## src/common/isrc_pkg.sv

```systemverilog
// Constants and types of the interface and sub-reset control block
package isrc_pkg;

   //------------------------------------------------------------------
   // Widths
   //------------------------------------------------------------------
   localparam int ADDR_W  = 8;
   localparam int DATA_W  = 8;
   localparam int N_UNITS = 8;
   localparam int SYNC_N  = 3;

   //------------------------------------------------------------------
   // Register offsets
   //------------------------------------------------------------------
   localparam logic [7:0] OFS_MAIN     = 8'h00;
   localparam logic [7:0] OFS_IFACE    = 8'h01;
   localparam logic [7:0] OFS_SOFT_RST = 8'h02;
   localparam logic [7:0] OFS_SEQ      = 8'h03;
   localparam logic [7:0] OFS_TEST     = 8'h10;
   localparam logic [7:0] OFS_RST_DONE = 8'h41;

   //------------------------------------------------------------------
   // Reset values
   //------------------------------------------------------------------
   localparam logic [7:0] RST_MAIN     = 8'h01;
   localparam logic [7:0] RST_IFACE    = 8'h00;
   localparam logic [7:0] RST_SOFT_RST = 8'h00;
   localparam logic [7:0] RST_SEQ      = 8'h8A;
   localparam logic [7:0] RST_TEST     = 8'h00;

   //------------------------------------------------------------------
   // Field positions
   //------------------------------------------------------------------
   localparam int MAIN_RXTX      = 7;
   localparam int MAIN_PD_HI     = 5;
   localparam int MAIN_PD_LO     = 4;
   localparam int MAIN_RESET_LOW = 0;
   localparam int IF_OSC_BYPASS  = 7;
   localparam int IF_SEP_RX_OUT  = 6;
   localparam int IF_GATE_LOCK   = 5;
   localparam int IF_GATE_CS     = 4;
   localparam int IF_AMP_CTRL    = 3;
   localparam int IF_LNA_CTRL    = 2;
   localparam int IF_AMP_POL     = 1;
   localparam int IF_LNA_POL     = 0;
   localparam int IF_ANALOG_TEST_POWER_DOWN     = 3;
   localparam int IF_TEST_MD_HI  = 2;
   localparam int IF_TEST_MD_LO  = 0;
   localparam int SEQ_SELECT_SRC = 7;
   localparam int TEST_FILTER_EN = 1;
   localparam int TEST_ANALOG_EN = 0;

   //------------------------------------------------------------------
   // Test defaults and power-down modes
   //------------------------------------------------------------------
   localparam logic       ANALOG_TEST_POWER_DOWN_IDLE   = 1'b1;
   localparam logic [2:0] TEST_MODE_IDLE = 3'h1;

   typedef enum logic [1:0] {
      PD_SPLIT = 2'b00,
      PD_BOTH  = 2'b01,
      PD_INDIV = 2'b10,
      PD_AUTO  = 2'b11
   } isrc_power_down_mode_t;

endpackage : isrc_pkg

```

## src/common/isrc_rst_if.sv

```systemverilog
// Signals between the register bank and the sub-reset sequencer
`timescale 1ns/1ns
interface isrc_rst_if;
   logic [7:0] req;
   logic [7:0] clk_run;
   logic       load_all;
   logic [7:0] unit_rst_low;
   logic [7:0] started;
   logic [7:0] done;

   modport ctrl (output req, clk_run, load_all,
                 input  unit_rst_low, started, done);
   modport unit (input  req, clk_run, load_all,
                 output unit_rst_low, started, done);
endinterface : isrc_rst_if

```

## src/rtl/isrc_subreset.sv

```systemverilog
// Self-clearing sub-reset sequencer for the digital units
`timescale 1ns/1ns
module isrc_subreset
   import isrc_pkg::*;
(
   // Clock, reset, enable
   input wire logic i_mclk,
   input wire logic i_nrst,
   input wire logic i_ce,
   // Bank side
   isrc_rst_if.unit rst
);

   //------------------------------------------------------------------
   // Pending and active state per unit
   //------------------------------------------------------------------
   logic [N_UNITS-1:0] pending;
   logic [N_UNITS-1:0] next_pending;
   logic [N_UNITS-1:0] active;
   logic [N_UNITS-1:0] next_active;
   logic [N_UNITS-1:0] start_now;
   logic [N_UNITS-1:0] stall_now;

   assign start_now = pending & rst.clk_run;
   assign stall_now = active & ~rst.clk_run;

   always_comb begin
      // Start only with the unit clock running, else keep waiting
      next_active  = stall_now | start_now;
      // New request keeps the bit pending even when it starts in the same cycle
      next_pending = (pending & ~rst.clk_run) | rst.req
                     | {N_UNITS{rst.load_all}};
   end

   always_ff @(posedge i_mclk or negedge i_nrst) begin
      if (!i_nrst) begin
         pending <= ~RST_SOFT_RST;
         active  <= '0;
      end else if (i_ce) begin
         pending <= next_pending;
         active  <= next_active;
      end
   end

   assign rst.unit_rst_low = ~active;
   assign rst.started      = ~pending;
   assign rst.done         = ~(pending | active);

   //------------------------------------------------------------------
   // Checks
   //------------------------------------------------------------------
   a_start_sets_bit: assert property (
      @(posedge i_mclk) disable iff (!i_nrst)
      (i_ce && rst.req == '0 && !rst.load_all && start_now != '0)
      |=> ((rst.started & $past(start_now)) == $past(start_now))
   ) else $error("Reset bit did not return to one on start");

   a_stall_holds_rst: assert property (
      @(posedge i_mclk) disable iff (!i_nrst)
      (i_ce && stall_now != '0)
      |=> ((rst.unit_rst_low & $past(stall_now)) == '0)
   ) else $error("Unit reset released without its clock");

   a_request_kept: assert property (
      @(posedge i_mclk) disable iff (!i_nrst)
      (i_ce && rst.req != '0)
      |=> ((rst.started & $past(rst.req)) == '0)
   ) else $error("Sub-reset request was lost");

   a_start_asserts: assert property (
      @(posedge i_mclk) disable iff (!i_nrst)
      (i_ce && start_now != '0)
      |=> ((rst.unit_rst_low & $past(start_now)) == '0)
   ) else $error("Started unit reset not asserted");

endmodule : isrc_subreset

```

## src/rtl/isrc_top.sv

```systemverilog
// Pin interface configuration and sub-reset control register bank
//
// Implementation choice: strobed register access.
`timescale 1ns/1ns
module isrc_top
   import isrc_pkg::*;
(
   // Clock, reset, enable
   input  wire logic              i_mclk,
   input  wire logic              i_nrst,
   input  wire logic              i_ce,
   // Register port
   input  wire logic [ADDR_W-1:0] i_addr,
   input  wire logic [DATA_W-1:0] i_wdata,
   input  wire logic              i_wr,
   input  wire logic              i_rd,
   output logic      [DATA_W-1:0] o_rdata,
   // Core status
   input  wire logic              i_sync_mode,
   input  wire logic              i_pll_lock,
   input  wire logic              i_carrier_sense,
   input  wire logic              i_pa_on,
   input  wire logic              i_lna_on,
   input  wire logic              i_rx_data,
   input  wire logic              i_data_clock,
   input  wire logic [N_UNITS-1:0] i_unit_clk_run,
   // Pins
   input  wire logic              i_data_io_pin,
   output logic                   o_data_io_pin,
   output logic                   o_data_io_pin_oe,
   input  wire logic              i_select_pin,
   output logic                   o_lock_pin,
   output logic                   o_data_clock_pin,
   output logic                   o_amp_enable_pin,
   output logic                   o_low_noise_enable_pin,
   // Core controls
   output logic                   o_osc_power_down,
   output logic                   o_ext_clock_select,
   output logic                   o_tx_data,
   output logic                   o_seq_start,
   output logic                   o_test_power_down,
   output logic      [2:0]        o_test_mode,
   output logic      [N_UNITS-1:0] o_unit_rst_low
);

   //------------------------------------------------------------------
   // Registers
   //------------------------------------------------------------------
   logic [7:0] main_reg;
   logic [7:0] next_main_reg;
   logic [7:0] iface;
   logic [7:0] next_iface;
   logic [7:0] seq_reg;
   logic [7:0] next_seq_reg;
   logic [7:0] test_reg;
   logic [7:0] next_test_reg;
   logic [7:0] soft_req;
   logic [7:0] next_rdata;
   isrc_power_down_mode_t power_down_mode;

   isrc_rst_if rst_bus ();

   always_comb begin
      next_main_reg = main_reg;
      next_iface    = iface;
      next_seq_reg  = seq_reg;
      next_test_reg = test_reg;
      soft_req      = '0;
      if (i_wr) begin
         case (i_addr)
            OFS_MAIN:     next_main_reg = i_wdata;
            OFS_IFACE:    next_iface    = i_wdata;
            OFS_SOFT_RST: soft_req      = ~i_wdata;
            OFS_SEQ:      next_seq_reg  = i_wdata;
            OFS_TEST:     next_test_reg = i_wdata;
            default:      ;
         endcase
      end
      if (!main_reg[MAIN_RESET_LOW]) begin
         next_iface    = RST_IFACE;
         next_seq_reg  = RST_SEQ;
         next_test_reg = RST_TEST;
      end
   end

   always_comb begin
      next_rdata = 8'h00;
      if (i_rd) begin
         case (i_addr)
            OFS_MAIN:     next_rdata = main_reg;
            OFS_IFACE:    next_rdata = iface;
            OFS_SOFT_RST: next_rdata = rst_bus.started;
            OFS_SEQ:      next_rdata = seq_reg;
            OFS_TEST:     next_rdata = test_reg;
            OFS_RST_DONE: next_rdata = rst_bus.done;
            default:      next_rdata = 8'h00;
         endcase
      end
   end

   always_ff @(posedge i_mclk or negedge i_nrst) begin
      if (!i_nrst) begin
         main_reg <= RST_MAIN;
         iface    <= RST_IFACE;
         seq_reg  <= RST_SEQ;
         test_reg <= RST_TEST;
         o_rdata  <= 8'h00;
      end else if (i_ce) begin
         main_reg <= next_main_reg;
         iface    <= next_iface;
         seq_reg  <= next_seq_reg;
         test_reg <= next_test_reg;
         o_rdata  <= next_rdata;
      end
   end

   assign power_down_mode = isrc_power_down_mode_t'(main_reg[MAIN_PD_HI:MAIN_PD_LO]);

   //------------------------------------------------------------------
   // Sub-reset sequencer
   //------------------------------------------------------------------
   assign rst_bus.req      = soft_req;
   assign rst_bus.clk_run  = i_unit_clk_run;
   assign rst_bus.load_all = ~main_reg[MAIN_RESET_LOW];
   assign o_unit_rst_low   = rst_bus.unit_rst_low;

   isrc_subreset u_subreset (
      .i_mclk (i_mclk),
      .i_nrst (i_nrst),
      .i_ce   (i_ce),
      .rst    (rst_bus.unit)
   );

   //------------------------------------------------------------------
   // Pin synchronisers
   //------------------------------------------------------------------
   logic [1:0] sy0;
   logic [1:0] sy1;
   logic [1:0] sy2;
   logic [1:0] pin_lvl;
   logic [1:0] next_pin_lvl;
   logic [1:0] pin_fall;

   always_comb begin
      for (int k = 0; k < 2; k++) begin
         next_pin_lvl[k] = (sy1[k] == sy2[k]) ? sy2[k] : pin_lvl[k];
      end
   end

   assign pin_fall = pin_lvl & ~next_pin_lvl;

   always_ff @(posedge i_mclk or negedge i_nrst) begin
      if (!i_nrst) begin
         sy0     <= 2'h3;
         sy1     <= 2'h3;
         sy2     <= 2'h3;
         pin_lvl <= 2'h3;
      end else if (i_ce) begin
         sy0     <= {i_select_pin, i_data_io_pin};
         sy1     <= sy0;
         sy2     <= sy1;
         pin_lvl <= next_pin_lvl;
      end
   end

   //------------------------------------------------------------------
   // Pin and control outputs
   //------------------------------------------------------------------
   logic       sep;
   logic       gate_lock;
   logic       gate_cs;
   logic       test_en;
   logic       next_dio_oe;
   logic       next_lock_pin;
   logic       next_data_clock_pin;
   logic       next_amp;
   logic       next_lna;
   logic       next_seq_start;
   logic       next_analog_test_power_down;
   logic [2:0] next_test_mode;

   assign sep = iface[IF_SEP_RX_OUT];

   always_comb begin
      next_dio_oe   = ~sep & ~main_reg[MAIN_RXTX];
      next_lock_pin = (sep & i_sync_mode) ? i_rx_data : i_pll_lock;
      gate_lock     = iface[IF_GATE_LOCK] & (power_down_mode == PD_BOTH)
                      & ~i_pll_lock;
      gate_cs       = iface[IF_GATE_CS] & ~i_carrier_sense;
      if (sep & ~i_sync_mode) begin
         next_data_clock_pin = i_rx_data;
      end else if (i_sync_mode & (gate_lock | gate_cs)) begin
         next_data_clock_pin = 1'b1;
      end else begin
         next_data_clock_pin = i_data_clock;
      end
      next_amp = iface[IF_AMP_CTRL]
                 ? (i_pa_on ? iface[IF_AMP_POL] : ~iface[IF_AMP_POL])
                 : iface[IF_AMP_POL];
      next_lna = iface[IF_LNA_CTRL]
                 ? (i_lna_on ? iface[IF_LNA_POL] : ~iface[IF_LNA_POL])
                 : iface[IF_LNA_POL];
      test_en = test_reg[TEST_FILTER_EN] | test_reg[TEST_ANALOG_EN];
      next_analog_test_power_down   = test_en ? iface[IF_ANALOG_TEST_POWER_DOWN] : ANALOG_TEST_POWER_DOWN_IDLE;
      next_test_mode = test_en ? iface[IF_TEST_MD_HI:IF_TEST_MD_LO]
                               : TEST_MODE_IDLE;
      next_seq_start = (power_down_mode == PD_AUTO)
                       & (seq_reg[SEQ_SELECT_SRC] ? pin_fall[1]
                          : (sep & pin_fall[0]));
   end

   always_ff @(posedge i_mclk or negedge i_nrst) begin
      if (!i_nrst) begin
         o_data_io_pin          <= 1'b0;
         o_data_io_pin_oe       <= 1'b0;
         o_lock_pin             <= 1'b0;
         o_data_clock_pin       <= 1'b0;
         o_amp_enable_pin       <= 1'b0;
         o_low_noise_enable_pin <= 1'b0;
         o_seq_start            <= 1'b0;
         o_test_power_down      <= ANALOG_TEST_POWER_DOWN_IDLE;
         o_test_mode            <= TEST_MODE_IDLE;
      end else if (i_ce) begin
         o_data_io_pin          <= i_rx_data;
         o_data_io_pin_oe       <= next_dio_oe;
         o_lock_pin             <= next_lock_pin;
         o_data_clock_pin       <= next_data_clock_pin;
         o_amp_enable_pin       <= next_amp;
         o_low_noise_enable_pin <= next_lna;
         o_seq_start            <= next_seq_start;
         o_test_power_down      <= next_analog_test_power_down;
         o_test_mode            <= next_test_mode;
      end
   end

   assign o_osc_power_down   = iface[IF_OSC_BYPASS];
   assign o_ext_clock_select = iface[IF_OSC_BYPASS];
   assign o_tx_data          = pin_lvl[0];

   //------------------------------------------------------------------
   // Checks
   //------------------------------------------------------------------
   a_amp_pin_level: assert property (
      @(posedge i_mclk) disable iff (!i_nrst)
      (i_ce && iface[IF_AMP_CTRL] && i_pa_on)
      |=> (o_amp_enable_pin == $past(iface[IF_AMP_POL]))
   ) else $error("Amp pin not at active level with amp on");

   a_lna_pin_fixed: assert property (
      @(posedge i_mclk) disable iff (!i_nrst)
      (i_ce && !iface[IF_LNA_CTRL])
      |=> (o_low_noise_enable_pin == $past(iface[IF_LNA_POL]))
   ) else $error("LNA pin differs from polarity bit");

   a_test_idle_val: assert property (
      @(posedge i_mclk) disable iff (!i_nrst)
      (i_ce && test_reg[TEST_FILTER_EN:TEST_ANALOG_EN] == 2'h0)
      |=> (o_test_power_down && o_test_mode == TEST_MODE_IDLE)
   ) else $error("Test outputs not at idle values");

   a_data_clock_pin_gate_lock: assert property (
      @(posedge i_mclk) disable iff (!i_nrst)
      (i_ce && i_sync_mode && iface[IF_GATE_LOCK]
       && power_down_mode == PD_BOTH && !i_pll_lock)
      |=> o_data_clock_pin
   ) else $error("Data clock not held high without lock");

   a_data_clock_pin_gate_cs: assert property (
      @(posedge i_mclk) disable iff (!i_nrst)
      (i_ce && i_sync_mode && iface[IF_GATE_CS] && !i_carrier_sense)
      |=> o_data_clock_pin
   ) else $error("Data clock not held high without carrier");

   a_dio_separate: assert property (
      @(posedge i_mclk) disable iff (!i_nrst)
      (i_ce && sep) |=> !o_data_io_pin_oe
   ) else $error("Data pin driven in separate mode");

   a_seq_needs_auto: assert property (
      @(posedge i_mclk) disable iff (!i_nrst)
      o_seq_start |-> $past(power_down_mode == PD_AUTO)
   ) else $error("Sequence start outside automatic mode");

   a_main_rst_load: assert property (
      @(posedge i_mclk) disable iff (!i_nrst)
      (i_ce && !main_reg[MAIN_RESET_LOW])
      |=> (iface == RST_IFACE && seq_reg == RST_SEQ && test_reg == RST_TEST)
   ) else $error("Defaults not loaded under main reset");

endmodule : isrc_top

```

## config.mk

```make
export PLATFORM = sky130hd
export DESIGN_NAME = isrc_top
export DESIGN_NICKNAME = d
export VERILOG_FILES = /design/src/common/isrc_pkg.sv /design/src/common/isrc_rst_if.sv /design/src/rtl/isrc_subreset.sv /design/src/rtl/isrc_top.sv
export SDC_FILE = /design/constraint.sdc
export NUM_CORES = 1
export LEC_CHECK = 0
export ABC_CLOCK_PERIOD_IN_PS = 3600
export BUFFER_PORTS_ARGS = -buffer_cell sky130_fd_sc_hd__buf_2
export CAP_MARGIN = 30
export CORE_MARGIN = 3
export CORE_UTILIZATION = 55
export DETAILED_ROUTE_END_ITERATION = 16
export PLACE_DENSITY = 0.78
export SYNTH_ARGS = -nofsm -noshare
export SYNTH_HDL_FRONTEND = slang
export SYNTH_HIERARCHICAL = 1
export SYNTH_SLANG_ARGS = --single-unit
export TNS_END_PERCENT = 5
```

## constraint.sdc

```tcl
create_clock -name i_mclk -period 3.6 [get_ports i_mclk]
set_clock_uncertainty 0.2 [all_clocks]
set_input_delay 0.54 -clock i_mclk [delete_from_list [all_inputs] [get_ports i_mclk]]
set_output_delay 0.54 -clock i_mclk [all_outputs]
set_load 0.01 [all_outputs]
```

Yosys cells after proc, flatten, opt, wreduce, memory -nomap -nowiden
Index checks and enable logic that the tools add are counted.
{ "op_classes": {"n_eq_ne": 13, "mux": 25, "bitwise": 33, "n_reduce_logical": 5} }
{ "op_table": {"columns": ["operator", "count"], "rows": [
  ["8-bit 2-to-1 mux", 12],
  ["8-bit case mux with 6 select lines", 1],
  ["8-bit inverter", 5],
  ["8-bit OR", 4],
  ["8-bit bitwise AND", 3],
  ["8-bit by 2-bit == test with 1-bit output, second input constant", 2],
  ["3-bit AND reduction", 4],
  ["1-bit 2-to-1 mux", 11],
  ["1-bit bitwise AND", 9],
  ["8-bit by 1-bit == test with 1-bit output, second input constant", 1],
  ["8-bit by 5-bit == test with 1-bit output, second input constant", 1],
  ["8-bit by 7-bit == test with 1-bit output, second input constant", 1],
  ["8-bit logical NOT", 1],
  ["1-bit inverter", 8],
  ["2-bit by 1-bit inequality test with 1-bit output, second input constant", 3],
  ["3-bit 2-to-1 mux", 1],
  ["2-bit bitwise AND", 1],
  ["1-bit == test", 2],
  ["2-bit by 1-bit == test with 1-bit output, second input constant", 1],
  ["2-bit == test, second input constant", 1],
  ["2-bit inequality test, second input constant", 1],
  ["2-bit inverter", 1],
  ["1-bit OR", 2]
]} }
{ "totals": {"reg_bits": 75, "word_cells": 96} }

Depth between registers and ports, before layout
{ "logic_depth": {"depth_word": 7, "depth_mapped": 8} }

Cells and area by module
The synthesis kept the hierarchy.
{ "modules_own_cells": {"columns": ["module", "n_inst", "cells_each", "area_each_um2", "seq_area_each_um2"], "rows": [
  ["isrc_top", 1, 306, 3215.6, 1493.9],
  ["isrc_subreset", 1, 73, 742.0, 410.4]
]} }

Worst setup path after synthesis
Ideal clock, no wire load.
{ "synth_timing": {"path_kind": "input -> register", "start": "input i_addr[0]", "end": "register test_reg[3]", "setup_ns": 0.136, "arrival_time_ns": 2.233, "path_slack_ns": 1.030, "cell_stages": 8, "cell_sequence": "buf_6 -> or4_4 -> buf_6 -> or4_4 -> buf_6 -> buf_12 -> nand3_2 -> o221ai_2"} }
{ "synth_between": {"elab_chain_cells": 3} }
{ "synth_rtl": {"columns": ["element", "line", "rtl"], "rows": [
  ["start: declaration", "isrc_top.sv:13", "input wire logic [ADDR_W-1:0] i_addr,"],
  ["8-bit by 5-bit == test with 1-bit output", "isrc_top.sv:70", "case (i_addr)"],
  ["2-bit by 1-bit inequality test with 1-bit output (no line)", null, null],
  ["3-bit AND reduction (no line)", null, null],
  ["end signal: assignment", "isrc_top.sv:112", "test_reg <= next_test_reg;"],
  ["end: declaration", "isrc_top.sv:55", "logic [7:0] test_reg;"]
]} }
Every way passes these cells.
A chain may end at the register's enable or synchronous reset.

Worst setup path after layout
{ "layout_timing": {"start": "input i_addr[0]", "end": "register iface[6]"} }
{ "layout_between": {"elab_chain_cells": 3} }
{ "layout_rtl": {"columns": ["element", "line", "rtl"], "rows": [
  ["8-bit by 1-bit == test with 1-bit output", "isrc_top.sv:70", null],
  ["2-bit by 1-bit inequality test with 1-bit output (no line)", null, null],
  ["3-bit AND reduction (no line)", null, null],
  ["end signal: assignment", "isrc_top.sv:110", "iface <= next_iface;"],
  ["end: declaration", "isrc_top.sv:51", "logic [7:0] iface;"]
]} }
Every way passes these cells.

==> impl_metrics.csv <==
group,metric,value,unit
synthesis,synthTopCellsByArea,"dfrtp_1 (34%), dfstp_2 (15%), mux2i_1 (8.9%)",
global_route,grt-ovfl-total,0,
cts,clk_latency,350,ps
pwr,netSwitchingFraction,0.269,
floorplan,floorplan.initialDensity,0.576,
synthesis,syn_nets,417,
cts,cts_buffers,9,
drt,via_per_inst,5.79,
sta,rsz0062_at_grt,"false",
worst_setup_path,startpoint_type,"input port",
pwr,ir_drop,0.000327,V
global_route,grt_pass1_vias,3180,
synthesis,ys_warn_count,6,
floorplan,die_area,8250,µm²
drt,route.detailed.drc,0,
worst_setup_path,cp_max_fo,18,
cts,clock-sinks,75,
placed_design,post-place-ws,658,ps
cts,post_cts_resized,0,
cts,cts_root_buf,"clkbuf_8",
synthesis,syn_area_per_cell,10.4,µm²
pwr,p_seq_frac,0.492,
floorplan,core-area,6870,µm²
synthesis,ys_ff_latch,75,
sta,holdWs,-7.36,ps
sta,hold_viol_final,5,
synthesis,async_flop_share,1.00,
drt,drt-initial-drc-count,297,
layout,antenna_cells,0,
worst_setup_path,critPathKind,"input port to flip-flop",
worst_setup_path,cp_slowest_stage_delay,770,ps
placed_design,io_buffer_count,67,
flow_run,maxCapViolCount,0,
cts,post_cts_buffers,0,
cts,clock_path_buffers,2,
sta,min_period,2590,ps
worst_setup_path,cpMaxStageDelayCell,"or4_1",
placed_design,hpwl,6190,µm
sta,finalSetupTns,0,ps
layout,fin_nets,474,
pwr,combPwrFrac,0.144,
drt,antenna_left,0,
layout,seq_area,1900,µm²
sta,setup_violations,0,
sta,setup_ws,1010,ps
worst_setup_path,critPathBufInv,1,
synthesis,synth_top_area_frac,0.335,
sta,post-route-period-util,0.719,
pwr,p_switching,0.000541,W
cts,htree_num_levels,3,
run_status,violations,"hold timing",
sta,worstMarginPinSlew,929,ps
synthesis,yosysTopAreaCell,"dfrtp_1",
layout,fillers,579,
synthesis,ys_types,45,
run_status,status,"complete, but fails checks",
global_route,grt_use_total,0.236,
worst_setup_path,crit_required,3610,ps
floorplan,io_pins,68,
hold_path,hold_class,"input port to asynchronous set/reset pin",
pwr,power_density,444,nW/µm²
floorplan,row_count,30,
drt,vias,3109,
pwr,p_int,0.00147,W
cts,cts_hold_buf,0,
global_route,antenna_found_initial,0,
layout,final_layout_size_suffix_gt1_frac,0.338,
drt,firstDrtPassIters,5,
drt,avgRoutedWirePerCell,17.1,µm
synthesis,synthFlopType,"dfrtp_1",
layout,synthToLayoutAreaGrowth,14.4,%
pwr,total_power,0.00201,W
floorplan,fp.dieW,90.8,µm
cts,cts_tree,"yes",
sta,max_freq,386,MHz
synthesis,syn_inst,379,
worst_setup_path,path_cells,"buf_2 > or4b_4 > or4_1 > mux2i_1 > o22ai_1",
layout,multi_input_area,1730,µm²
worst_setup_path,end_kind,"flip-flop",
placed_design,placedCellCount,520,
worst_setup_path,cp.arrival,2600,ps
pwr,p_leak,2.30,nW
global_route,grt_pass1_wl,15600,µm
layout,finalNonFillerCells,537,
global_route,grt_max_degree,76,
synthesis,seq_area_frac_synth,0.481,
synthesis,syn_area,3960,µm²
synthesis,synth-edff-count,0,
cts,path_clk_slew,80,ps
pwr,p_clk_frac,0.364,
worst_setup_path,cp_top_family,"simple AND/OR/NAND/NOR gates",
drt,drt_wl_total,9200,µm
sta,timing.slew.headroom,0.376,
sta,slew_viol_final,0,
floorplan,die_h,90.8,µm
placed_design,routabilityCongestion,0.868,
cell families after synthesis:
kind of cell	count (synthesis)	share of synthesized area
AO/OA/AOI/OAI	82	0.161
XOR/XNOR	2	0.00443
buffers and inverters	68	0.0812
flip-flops	75	0.481
multiplexers	53	0.140
AND/OR/NAND/NOR	99	0.133
worst paths after layout:
path	start	to	slack [ps]	cells past startpoint
setup reg to reg	main_reg[0]	u_subreset/pending[4]	1270	3
setup / recovery	i_addr[0]	iface[6]	1010	5
hold reg to reg	o_test_mode[0]	o_test_mode[0]	290	2
max in group asynchronous	i_nrst	u_subreset/pending[1]	2860	2
hold / removal	i_nrst	asynchronous set/reset pin	-7	2
min in group i_mclk	i_data_io_pin	sy0[0]	220	2
power groups by stage:
stage / registers (W) / logic [W] / clock network, W
detailed placement: 0.00100 / 0.000287 / 0
CTS: 0.000989 / 0.000289 / 0.000747
finish: 0.000990 / 0.000290 / 0.000731
global placement: 0.000998 / 0.000280 / 0
floorplan: 0.000992 / 0.000185 / 0
global route: 0.00100 / 0.000325 / 0.000780
per-stage QoR:
step	area [µm²]	hold WS [ps]	util
after floorplan	3960	44.4	-
after global placement	4270	276	0.622
after CTS	4500	165	0.655
after detailed placement	4270	277	0.622
after global routing	4530	18.7	0.659
final	4530	-7.36	0.659
area by class of cell:
class,count,area share
Inverter,44,0.0365
Timing Repair Buffer,70,0.0840
Clock inverter,6,0.0196
Multi-Input combinational cell,236,0.382
Clock buffer,10,0.0304
Tap cell,96,0.0265
Sequential cell,75,0.421
layer usage:
metal | vias up | GRT usage | wire length (µm)
met2 | 96 | 0.387 | 4420
met4 | 0 | 0.0955 | 194
met3 | 16 | 0.0308 | 451
li1 | 1459 | - | -
met1 | 1538 | 0.318 | 4140
met5 | - | 0 | 0
cells in the final DEF, fill, tap and decap left out, types with 4 or more instances in the layout:
master    count
dfstp_2      22
inv_1        43
mux2i_1      35
dfrtp_1      53
o22ai_1      16
mux2_2       18
a32o_1        4
a221o_1       6
buf_2        66
o221ai_1      7
nand3_2       4
o221ai_2      6
nor2b_1       7
o21ai_0      13
nor2_1       37
clkbuf_8     10
a21bo_2       8
a21oi_1      14
nand2_1      21
nand3_1      10
synthesized netlist by cell type, types with 7 or more instances:
master    instances
a21bo_2           8
a21oi_1          14
clkbuf_1         13
dfrtp_1          53
dfstp_2          22
inv_1            43
mux2_2           18
mux2i_1          35
nand2_1          21
nand3_1          10
nor2_1           37
nor2b_1           7
o21ai_0          13
o221ai_1          7
o22ai_1          16
Note: power is estimated with default switching activity, not from simulation.
